### src/shared/tape_pkg.sv
// Constants, types and register map of the paper tape reader and punch controller
package tape_pkg;
  // ****************************************************************
  // Register map
  // ****************************************************************
  localparam logic [3:0] ADDR_IOT = 4'h0;
  localparam logic [3:0] ADDR_AC = 4'h4;
  localparam logic [3:0] ADDR_STATUS = 4'h8;
  localparam logic [3:0] ADDR_WORD = 4'hC;
  localparam logic [1:0] RESP_OKAY = 2'h0;
  localparam logic [1:0] RESP_SLVERR = 2'h2;
  localparam int ST_SKIP = 0;
  localparam int ST_RDR_FLAG = 1;
  localparam int ST_PUN_FLAG = 2;
  localparam int ST_READIN = 3;
  localparam int ST_RDR_BUSY = 4;
  localparam int ST_PUN_BUSY = 5;
  // ****************************************************************
  // Transfer instruction decode
  // ****************************************************************
  localparam logic [5:0] IOT_OPCODE = 6'h38;
  localparam logic [5:0] DEV_READER = 6'h01;
  localparam logic [5:0] DEV_PUNCH = 6'h02;
  localparam logic [5:0] DEV_STATUS = 6'h03;
  localparam int P_SKIP = 0;
  localparam int P_READ = 1;
  localparam int P_SELECT = 2;
  localparam int P_CLR_AC = 3;
  localparam int P_BINARY = 5;
  // Accumulator bit n sits at vector index 17-n
  localparam int AC_RDR_FLAG = 16;
  localparam int AC_PUN_FLAG = 15;
  localparam int AC_RDR_NOTAPE = 9;
  localparam int AC_PUN_NOTAPE = 8;
  localparam int HOLE8 = 7;
  localparam int HOLE7 = 6;
  localparam logic [1:0] BIN_LAST = 2'h2;
  localparam logic [17:0] AC_RESET = 18'h0_0000;
  typedef enum logic {RD_IDLE = 1'b0, RD_WAIT = 1'b1} rd_state_t;
  typedef enum logic {PU_IDLE = 1'b0, PU_BUSY = 1'b1} pu_state_t;
  typedef struct packed {
    logic [5:0] opcode;
    logic [5:0] device;
    logic [5:0] pulse;
  } iot_t;
  typedef struct packed {
    logic [7:0] data;
    logic valid;
  } frame_t;
endpackage

### src/verilog/paper_tape_ctrl.sv
// Paper tape reader and punch controller with AXI4-Lite register access
//
// Local design decisions: the AXI4-Lite interface to the registers and the placing of the registers.
`timescale 1ns/1ps
module paper_tape_ctrl (
  input wire logic aclk, // 20 MHz clock
  input wire logic aresetn, // Sync reset, active low
  input wire logic [3:0] s_awaddr, // Write address
  input wire logic s_awvalid, // Write address valid
  output logic s_awready, // Write address ready
  input wire logic [31:0] s_wdata, // Write data
  input wire logic [3:0] s_wstrb, // Write byte enables
  input wire logic s_wvalid, // Write data valid
  output logic s_wready, // Write data ready
  output logic [1:0] s_bresp, // Write response
  output logic s_bvalid, // Write response valid
  input wire logic s_bready, // Write response ready
  input wire logic [3:0] s_araddr, // Read address
  input wire logic s_arvalid, // Read address valid
  output logic s_arready, // Read address ready
  output logic [31:0] s_rdata, // Read data
  output logic [1:0] s_rresp, // Read response
  output logic s_rvalid, // Read data valid
  input wire logic s_rready, // Read data ready
  input wire logic console_reset, // Console reset pulse
  input wire logic readin_key, // Console readin key pulse
  input wire tape_pkg::frame_t rdr_frame, // Frame sensed by reader
  input wire logic rdr_no_tape, // Reader out of tape
  output logic rdr_advance, // Request one frame advance
  output logic rdr_irq, // Reader interrupt request
  output logic ri_pi_req, // Word ready for readin logic
  output logic ri_skip_req, // Last word for readin logic
  output logic [17:0] ri_word, // Word for readin logic
  input wire logic pun_no_tape, // Punch out-of-tape switch
  input wire logic pun_done, // Punch mechanism finished
  output logic pun_strobe, // Start punching one frame
  output logic [7:0] pun_buf, // Punch buffer frame
  output logic pun_irq // Punch interrupt request
);
  // ****************************************************************
  // Bus slave
  // ****************************************************************
  logic aw_held, w_held, wr_fire, rdr_flag, pun_flag, skip, ri;
  logic [3:0] awaddr_q, wstrb_q;
  logic [31:0] wdata_q, status;
  logic [17:0] ac, rd_buf;
  tape_pkg::rd_state_t rd_state;
  tape_pkg::pu_state_t pu_state;

  assign wr_fire = aw_held && w_held && !s_bvalid;

  always_comb begin
    status = 32'h0000_0000;
    status[tape_pkg::ST_SKIP] = skip;
    status[tape_pkg::ST_RDR_FLAG] = rdr_flag;
    status[tape_pkg::ST_PUN_FLAG] = pun_flag;
    status[tape_pkg::ST_READIN] = ri;
    status[tape_pkg::ST_RDR_BUSY] = rd_state == tape_pkg::RD_WAIT;
    status[tape_pkg::ST_PUN_BUSY] = pu_state == tape_pkg::PU_BUSY;
  end

  function automatic logic [31:0] merge(input logic [31:0] old, input logic [31:0] nw,
                                        input logic [3:0] strb);
    logic [31:0] r;
    r = old;
    for (int i = 0; i < 4; i++) begin
      if (strb[i]) begin
        r[i*8 +: 8] = nw[i*8 +: 8];
      end
    end
    return r;
  endfunction

  always_ff @(posedge aclk) begin
    if (!aresetn) begin
      aw_held <= 1'b0;
      w_held <= 1'b0;
      s_awready <= 1'b0;
      s_wready <= 1'b0;
      s_bvalid <= 1'b0;
      s_bresp <= tape_pkg::RESP_OKAY;
      awaddr_q <= 4'h0;
      wdata_q <= 32'h0000_0000;
      wstrb_q <= 4'h0;
    end else begin
      if (s_awvalid && s_awready) begin
        aw_held <= 1'b1;
        s_awready <= 1'b0;
        awaddr_q <= s_awaddr;
      end else if (!aw_held && !s_bvalid) begin
        s_awready <= 1'b1;
      end
      if (s_wvalid && s_wready) begin
        w_held <= 1'b1;
        s_wready <= 1'b0;
        wdata_q <= s_wdata;
        wstrb_q <= s_wstrb;
      end else if (!w_held && !s_bvalid) begin
        s_wready <= 1'b1;
      end
      if (wr_fire) begin
        s_bvalid <= 1'b1;
        case (awaddr_q)
          tape_pkg::ADDR_IOT, tape_pkg::ADDR_AC, tape_pkg::ADDR_STATUS,
          tape_pkg::ADDR_WORD: s_bresp <= tape_pkg::RESP_OKAY;
          default: s_bresp <= tape_pkg::RESP_SLVERR;
        endcase
      end else if (s_bvalid && s_bready) begin
        s_bvalid <= 1'b0;
        aw_held <= 1'b0;
        w_held <= 1'b0;
      end
    end
  end

  always_ff @(posedge aclk) begin
    if (!aresetn) begin
      s_arready <= 1'b0;
      s_rvalid <= 1'b0;
      s_rdata <= 32'h0000_0000;
      s_rresp <= tape_pkg::RESP_OKAY;
    end else if (s_arvalid && s_arready) begin
      s_arready <= 1'b0;
      s_rvalid <= 1'b1;
      s_rresp <= tape_pkg::RESP_OKAY;
      case (s_araddr)
        tape_pkg::ADDR_IOT: s_rdata <= 32'h0000_0000;
        tape_pkg::ADDR_AC: s_rdata <= {14'h0000, ac};
        tape_pkg::ADDR_STATUS: s_rdata <= status;
        tape_pkg::ADDR_WORD: s_rdata <= {14'h0000, rd_buf};
        default: begin
          s_rdata <= 32'h0000_0000;
          s_rresp <= tape_pkg::RESP_SLVERR;
        end
      endcase
    end else if (s_rvalid && s_rready) begin
      s_rvalid <= 1'b0;
      s_arready <= 1'b1;
    end else if (!s_rvalid) begin
      s_arready <= 1'b1;
    end
  end

  // ****************************************************************
  // Instruction decode
  // ****************************************************************
  tape_pkg::iot_t io_transfer_instruction;
  logic exec, rdr_cmd, pun_cmd, sts_cmd, rdr_rd, rdr_sel, pun_clr, pun_go;
  logic rd_start, rd_complete, frame_in, ri_go, last_now, rd_binary, rd_last;
  logic [1:0] rd_cnt;
  logic [17:0] next_buf;
  logic [7:0] next_pun_buf;

  assign io_transfer_instruction = wdata_q[17:0];
  assign exec = wr_fire && awaddr_q == tape_pkg::ADDR_IOT && wstrb_q != 4'h0;
  assign rdr_cmd = exec && io_transfer_instruction.opcode == tape_pkg::IOT_OPCODE
                   && io_transfer_instruction.device == tape_pkg::DEV_READER;
  assign pun_cmd = exec && io_transfer_instruction.opcode == tape_pkg::IOT_OPCODE
                   && io_transfer_instruction.device == tape_pkg::DEV_PUNCH;
  assign sts_cmd = exec && io_transfer_instruction.opcode == tape_pkg::IOT_OPCODE
                   && io_transfer_instruction.device == tape_pkg::DEV_STATUS && io_transfer_instruction.pulse[tape_pkg::P_SELECT];
  assign rdr_rd = rdr_cmd && io_transfer_instruction.pulse[tape_pkg::P_READ];
  assign rdr_sel = rdr_cmd && io_transfer_instruction.pulse[tape_pkg::P_SELECT];
  assign pun_clr = pun_cmd && io_transfer_instruction.pulse[tape_pkg::P_READ];
  // A select with the switch open is dropped here, so no frame is ever punched
  assign pun_go = pun_cmd && io_transfer_instruction.pulse[tape_pkg::P_SELECT] && !pun_no_tape
                  && pu_state == tape_pkg::PU_IDLE;

  // ****************************************************************
  // Reader
  // ****************************************************************
  assign ri_go = readin_key && !ri && rd_state == tape_pkg::RD_IDLE;
  // Readin owns the reader between words, so program selects are dropped while it runs
  assign rd_start = rd_state == tape_pkg::RD_IDLE && !console_reset
                    && ((rdr_sel && !rdr_no_tape && !ri) || ri_go || ri);
  assign frame_in = rd_state == tape_pkg::RD_WAIT && rdr_frame.valid;
  assign next_buf = {rd_buf[11:0], rdr_frame.data[5:0]};
  assign rd_complete = frame_in && (!rd_binary
                       || (rdr_frame.data[tape_pkg::HOLE8] && rd_cnt == tape_pkg::BIN_LAST));
  assign last_now = rd_last || rdr_frame.data[tape_pkg::HOLE7];

  always_ff @(posedge aclk) begin
    if (!aresetn || console_reset) begin
      rd_state <= tape_pkg::RD_IDLE;
      rd_binary <= 1'b0;
      rd_cnt <= 2'h0;
      rd_last <= 1'b0;
      rd_buf <= 18'h0_0000;
      rdr_advance <= 1'b0;
    end else begin
      rdr_advance <= 1'b0;
      case (rd_state)
        tape_pkg::RD_IDLE: begin
          if (rd_start) begin
            rd_state <= tape_pkg::RD_WAIT;
            rd_binary <= io_transfer_instruction.pulse[tape_pkg::P_BINARY] && rdr_sel || ri_go || ri;
            rd_cnt <= 2'h0;
            rd_last <= 1'b0;
            rd_buf <= 18'h0_0000;
            rdr_advance <= 1'b1;
          end
        end
        tape_pkg::RD_WAIT: begin
          if (frame_in && !rd_binary) begin
            rd_buf <= {10'h000, rdr_frame.data};
            rd_state <= tape_pkg::RD_IDLE;
          end else if (frame_in) begin
            // Frames without hole 8 are leader or trailer and do not count
            if (rdr_frame.data[tape_pkg::HOLE8]) begin
              rd_buf <= next_buf;
              rd_cnt <= rd_cnt + 2'h1;
              rd_last <= last_now;
            end
            if (rd_complete) begin
              rd_state <= tape_pkg::RD_IDLE;
            end else begin
              rdr_advance <= 1'b1;
            end
          end
        end
        default: rd_state <= tape_pkg::RD_IDLE;
      endcase
    end
  end

  // Set wins over a clear in the same cycle so a completed frame is never lost
  always_ff @(posedge aclk) begin
    if (!aresetn || console_reset) begin
      rdr_flag <= 1'b0;
      rdr_irq <= 1'b0;
    end else begin
      if (rd_complete || (rdr_sel && rdr_no_tape && !ri)) begin
        rdr_flag <= 1'b1;
        rdr_irq <= 1'b1;
      end else if (rdr_rd || rd_start) begin
        rdr_flag <= 1'b0;
        rdr_irq <= 1'b0;
      end
    end
  end

  always_ff @(posedge aclk) begin
    if (!aresetn || console_reset) begin
      ri <= 1'b0;
      ri_pi_req <= 1'b0;
      ri_skip_req <= 1'b0;
      ri_word <= 18'h0_0000;
    end else begin
      ri_pi_req <= 1'b0;
      ri_skip_req <= 1'b0;
      if (ri_go) begin
        ri <= 1'b1;
      end else if (ri && rd_complete) begin
        ri_word <= next_buf;
        ri_pi_req <= 1'b1;
        if (last_now) begin
          ri_skip_req <= 1'b1;
          ri <= 1'b0;
        end
      end
    end
  end

  // ****************************************************************
  // Punch
  // ****************************************************************
  always_comb begin
    next_pun_buf = ac[7:0];
    if (io_transfer_instruction.pulse[tape_pkg::P_BINARY]) begin
      next_pun_buf[tape_pkg::HOLE8] = 1'b1;
      next_pun_buf[tape_pkg::HOLE7] = 1'b0;
    end
  end

  always_ff @(posedge aclk) begin
    if (!aresetn) begin
      pu_state <= tape_pkg::PU_IDLE;
      pun_buf <= 8'h00;
      pun_strobe <= 1'b0;
    end else begin
      pun_strobe <= 1'b0;
      case (pu_state)
        tape_pkg::PU_IDLE: begin
          if (pun_go) begin
            pun_buf <= next_pun_buf;
            pun_strobe <= 1'b1;
            pu_state <= tape_pkg::PU_BUSY;
          end else if (pun_clr) begin
            pun_buf <= 8'h00;
          end
        end
        tape_pkg::PU_BUSY: begin
          if (pun_done) begin
            pu_state <= tape_pkg::PU_IDLE;
          end
        end
        default: pu_state <= tape_pkg::PU_IDLE;
      endcase
    end
  end

  // Comes out of reset ready so a first skip test does not hang
  always_ff @(posedge aclk) begin
    if (!aresetn) begin
      pun_flag <= 1'b1;
      pun_irq <= 1'b1;
    end else if (pu_state == tape_pkg::PU_BUSY && pun_done) begin
      pun_flag <= 1'b1;
      pun_irq <= 1'b1;
    end else if (pun_clr || pun_go) begin
      pun_flag <= 1'b0;
      pun_irq <= 1'b0;
    end
  end

  // ****************************************************************
  // Accumulator and skip result
  // ****************************************************************
  always_ff @(posedge aclk) begin
    if (!aresetn) begin
      ac <= tape_pkg::AC_RESET;
    end else if (rdr_rd && io_transfer_instruction.pulse[tape_pkg::P_CLR_AC]) begin
      ac <= rd_buf;
    end else if (rdr_rd) begin
      ac <= ac | rd_buf;
    end else if (sts_cmd) begin
      ac <= tape_pkg::AC_RESET;
      ac[tape_pkg::AC_RDR_FLAG] <= rdr_flag;
      ac[tape_pkg::AC_RDR_NOTAPE] <= rdr_no_tape;
      ac[tape_pkg::AC_PUN_FLAG] <= pun_flag;
      ac[tape_pkg::AC_PUN_NOTAPE] <= pun_no_tape;
    end else if (wr_fire && awaddr_q == tape_pkg::ADDR_AC) begin
      ac <= 18'(merge({14'h0000, ac}, wdata_q, wstrb_q));
    end
  end

  always_ff @(posedge aclk) begin
    if (!aresetn) begin
      skip <= 1'b0;
    end else if (exec) begin
      skip <= (rdr_cmd && io_transfer_instruction.pulse[tape_pkg::P_SKIP] && rdr_flag)
              || (pun_cmd && io_transfer_instruction.pulse[tape_pkg::P_SKIP] && pun_flag);
    end
  end
endmodule

### config.mk
export PLATFORM = sky130hd
export DESIGN_NAME = paper_tape_ctrl
export DESIGN_NICKNAME = d
export VERILOG_FILES = /design/src/shared/tape_pkg.sv /design/src/verilog/paper_tape_ctrl.sv
export SDC_FILE = /design/constraint.sdc
export NUM_CORES = 1
export LEC_CHECK = 0
export ABC_AREA = 1
export BUFFER_PORTS_ARGS = -buffer_cell sky130_fd_sc_hd__buf_2
export CORE_UTILIZATION = 37
export CTS_CLUSTER_SIZE = 8
export DETAILED_ROUTE_END_ITERATION = 12
export PLACE_DENSITY_LB_ADDON = 0.3
export SKIP_LAST_GASP = 1
export SLEW_MARGIN = 20
export SYNTH_ARGS = -nofsm -noshare
export SYNTH_HDL_FRONTEND = slang
export SYNTH_SLANG_ARGS = --single-unit
### constraint.sdc
create_clock -name aclk -period 4.4 [get_ports aclk]
set_input_delay 0.66 -clock aclk [delete_from_list [all_inputs] [get_ports aclk]]
set_output_delay 0.66 -clock aclk [all_outputs]
set_load 0.02 [all_outputs]
==> flow_summary.toml <==
[setup_path]
regToRegEndpoint = "rd_buf[6]"
cp-start-kind = "register"
arrival_ns = 2.83
crit_fanout = 33
r2r_start = "rd_state"
end_kind = "register"
cp-startpoint = "rd_state"
crit_required_ns = 4.76
r2r_cells = 9
critical_path_class = "reg -> reg"
rrSetupSlack_ns = 1.93
endpoint = "rd_buf[6]"

[sta]
finalCriticalPeriod_ns = 2.47
final-hold-violation-count = 0
max_freq_mhz = 405
final.setup.tns_ns = 0
rsz0062_at_grt = "no"
finalSetupViolations = 0
period_share_pct = 56.2
final.setup_skew_ns = 0.0156
tightest_slew_ns = 1.05
hold_ws_ns = 0.458
slew_headroom_pct = 29.9
slew_viol_final = 0

[logic_synthesis]
yosysTopAreaCellShare_pct = 45.1
async_flop_share_pct = 0
yosysTopAreaCell = "dfxtp_1"
synthTopCellsByCount = "dfxtp_1, a21oi_1, nand2_1"
synth_edf_count = 0
ys_ff_latch = 129
synth.area.top_cells = "dfxtp_1, a21oi_1, o21ai_0"
netlist_area_sq_um = 5730
syn-mean-instance-area_sq_um = 7.24
synthCells = 791
synth.most_common_cell = "dfxtp_1"
ys_types = 38
ys_seq_area_share_pct = 45.1
ys_warn_count = 0
ys.flop_type = "dfxtp_1"

[clock_network]
cts_setup_buffers = 0
cts_resized = 0
cts_buffers = 17
cts_tree = "built"
clkTransAtPathRegs_ns = 0.06
clockBufferDepth = 2
clk_latency_ns = 0.42
clock-root-buffer = "clkbuf_16"
htreeDepth = 4
cts_sinks = 129
holdBufCountCts = 0

[die]
dieHeight_microns = 126
rows = 45
ios = 138
fp.dieW_microns = 126
core-area_sq_um = 15100
initial_core_util_pct = 37.8
dieArea_sq_um = 16000

[pwr]
peakVddDrop_mv = 0.262
fin_total_pwr_mw = 2.69
p_per_area_nw_per_um2 = 395
p_leak_nw = 2.85

[cells_and_area]
finish.utilization_pct = 44.9
multi_input_area_sq_um = 2610
final_nets = 951
fillerInstances = 1587
area_growth_pct = 18.9
seq_area_sq_um = 2580
antennaDiodeCount = 0
drive_gt1_share_pct = 18.8

[flow_run]
cap_violations = 0

[run_status]
status = "finished, final reports clean"

[routing]
dr_total_vias = 5497
drtIter0Drc = 416
wl_per_cell_microns = 14.6
totalWireLength_microns = 15800
vias_per_cell = 5.07
route.detailed.drc = 0
firstDrtPassIters = 5
ant_nets = 0

[global_routing]
grt_max_degree = 63
antenna_found_initial = 0
grt_pass1_vias = 5133
grt_overflow = 0
grt_pass1_wl_microns = 25600
grt_usage_pct = 20.4

[worst_hold_path]
hold_path_class = "reg -> reg"

[place]
dp_hpwl_microns = 11200
gp_congestion = 0.911
portBuffers = 107
==> routing by layer <==
metal	track usage (%)	vias to the layer above	share of wire, %
met5	0	-	0
met4	9.14	0	3.0
met3	5.02	29	5.9
met2	32.9	180	46
met1	25.9	2497	45
li1	-	2791	-
==> registers in the layout, summed over array words and instances, names as in the netlist, 2 cells and up <==
register  count
awaddr_q      4
ac           18
wdata_q      18
pun_buf       8
rd_cnt        2
wstrb_q       4
ri_word      18
s_rdata      18
rd_buf       18
==> kinds of logic after synthesis <==
family	after synthesis	share of synthesized area, %
and+or+nand+nor	285	21.8
DFF	129	45.1
AOI/OAI and AO/OA	247	22.5
adders and majority gates	1	0.218
other	1	0.0655
buffers and inverters	128	10.4
==> critical path, cell delays in order, from the launching register on <==
cell and delay (ns):
dfxtp_1 0.31, buf_4 0.27, nand2_1 0.18, inv_1 0.10
nand2_1 0.28, nand2_1 0.89, nand2_2 0.16, nand2_1 0.10
nand2_1 0.05, nor2_1 0.08
==> how the worst min path moves through the flow <==
stage / startpoint / to / slack [ns] / depth (start not counted)
detailed placement: ri_word[11] / ri_word[11] / 0.45 / 2
global route: ri_word[9] / ri_word[9] / 0.47 / 2
CTS: ri_word[11] / ri_word[11] / 0.46 / 2
floorplan: wdata_q[4] / wdata_q[4] / 0.43 / 2
finish: ri_word[9] / ri_word[9] / 0.46 / 2
global placement: ri_word[2] / ri_word[2] / 0.45 / 2
==> where the power goes <==
group / total (mW) / internal, mW / leakage, nW / switching, mW
sequential: 1.23 / 1.20 / 1.05 / 0.0292
combinational: 0.224 / 0.0717 / 1.56 / 0.153
clock: 1.23 / 0.720 / 0.246 / 0.513
==> per-stage QoR <==
| stage | area, sq um | instances | setup WS, ns |
|---|---|---|---|
| after global placement | 6300 | 1054 | 1.75 |
| after detailed placement | 6300 | 1054 | 1.72 |
| after floorplan | 5780 | 806 | 2.65 |
| after CTS | 6810 | 1084 | 1.93 |
| after global routing | 6810 | 1084 | 1.58 |
| final | 6810 | 1084 | 1.93 |
==> area by class of cell <==
class	instances	share of cell area, %
Tap cell	188	3.46
Multi-Input combinational cell	549	38.3
Clock buffer	19	6.51
Timing Repair Buffer	115	8.75
Clock inverter	11	1.01
Sequential cell	129	37.9
Inverter	73	4.02
==> placed cells by master, fill, tap and decap left out, drive strengths merged <==
cell type	netlist	layout
dfxtp	129	129
a21oi	125	125
nand2	117	117
buf	30	115
o21ai	100	100
nor2	99	99
inv	72	72
nand3	54	54
clkbuf	25	19
conb	1	16
o22ai	15	15
nor3	11	11
clkinv	1	8
clkinvlp	0	4
nand4	2	2
a22o	2	2
a211oi	1	1
or2	1	1
o21a	1	1
nor4	1	1
o31ai	1	1
o211ai	1	1
a221oi	1	1
ha	1	1
Power figures use the tool's default switching activity.
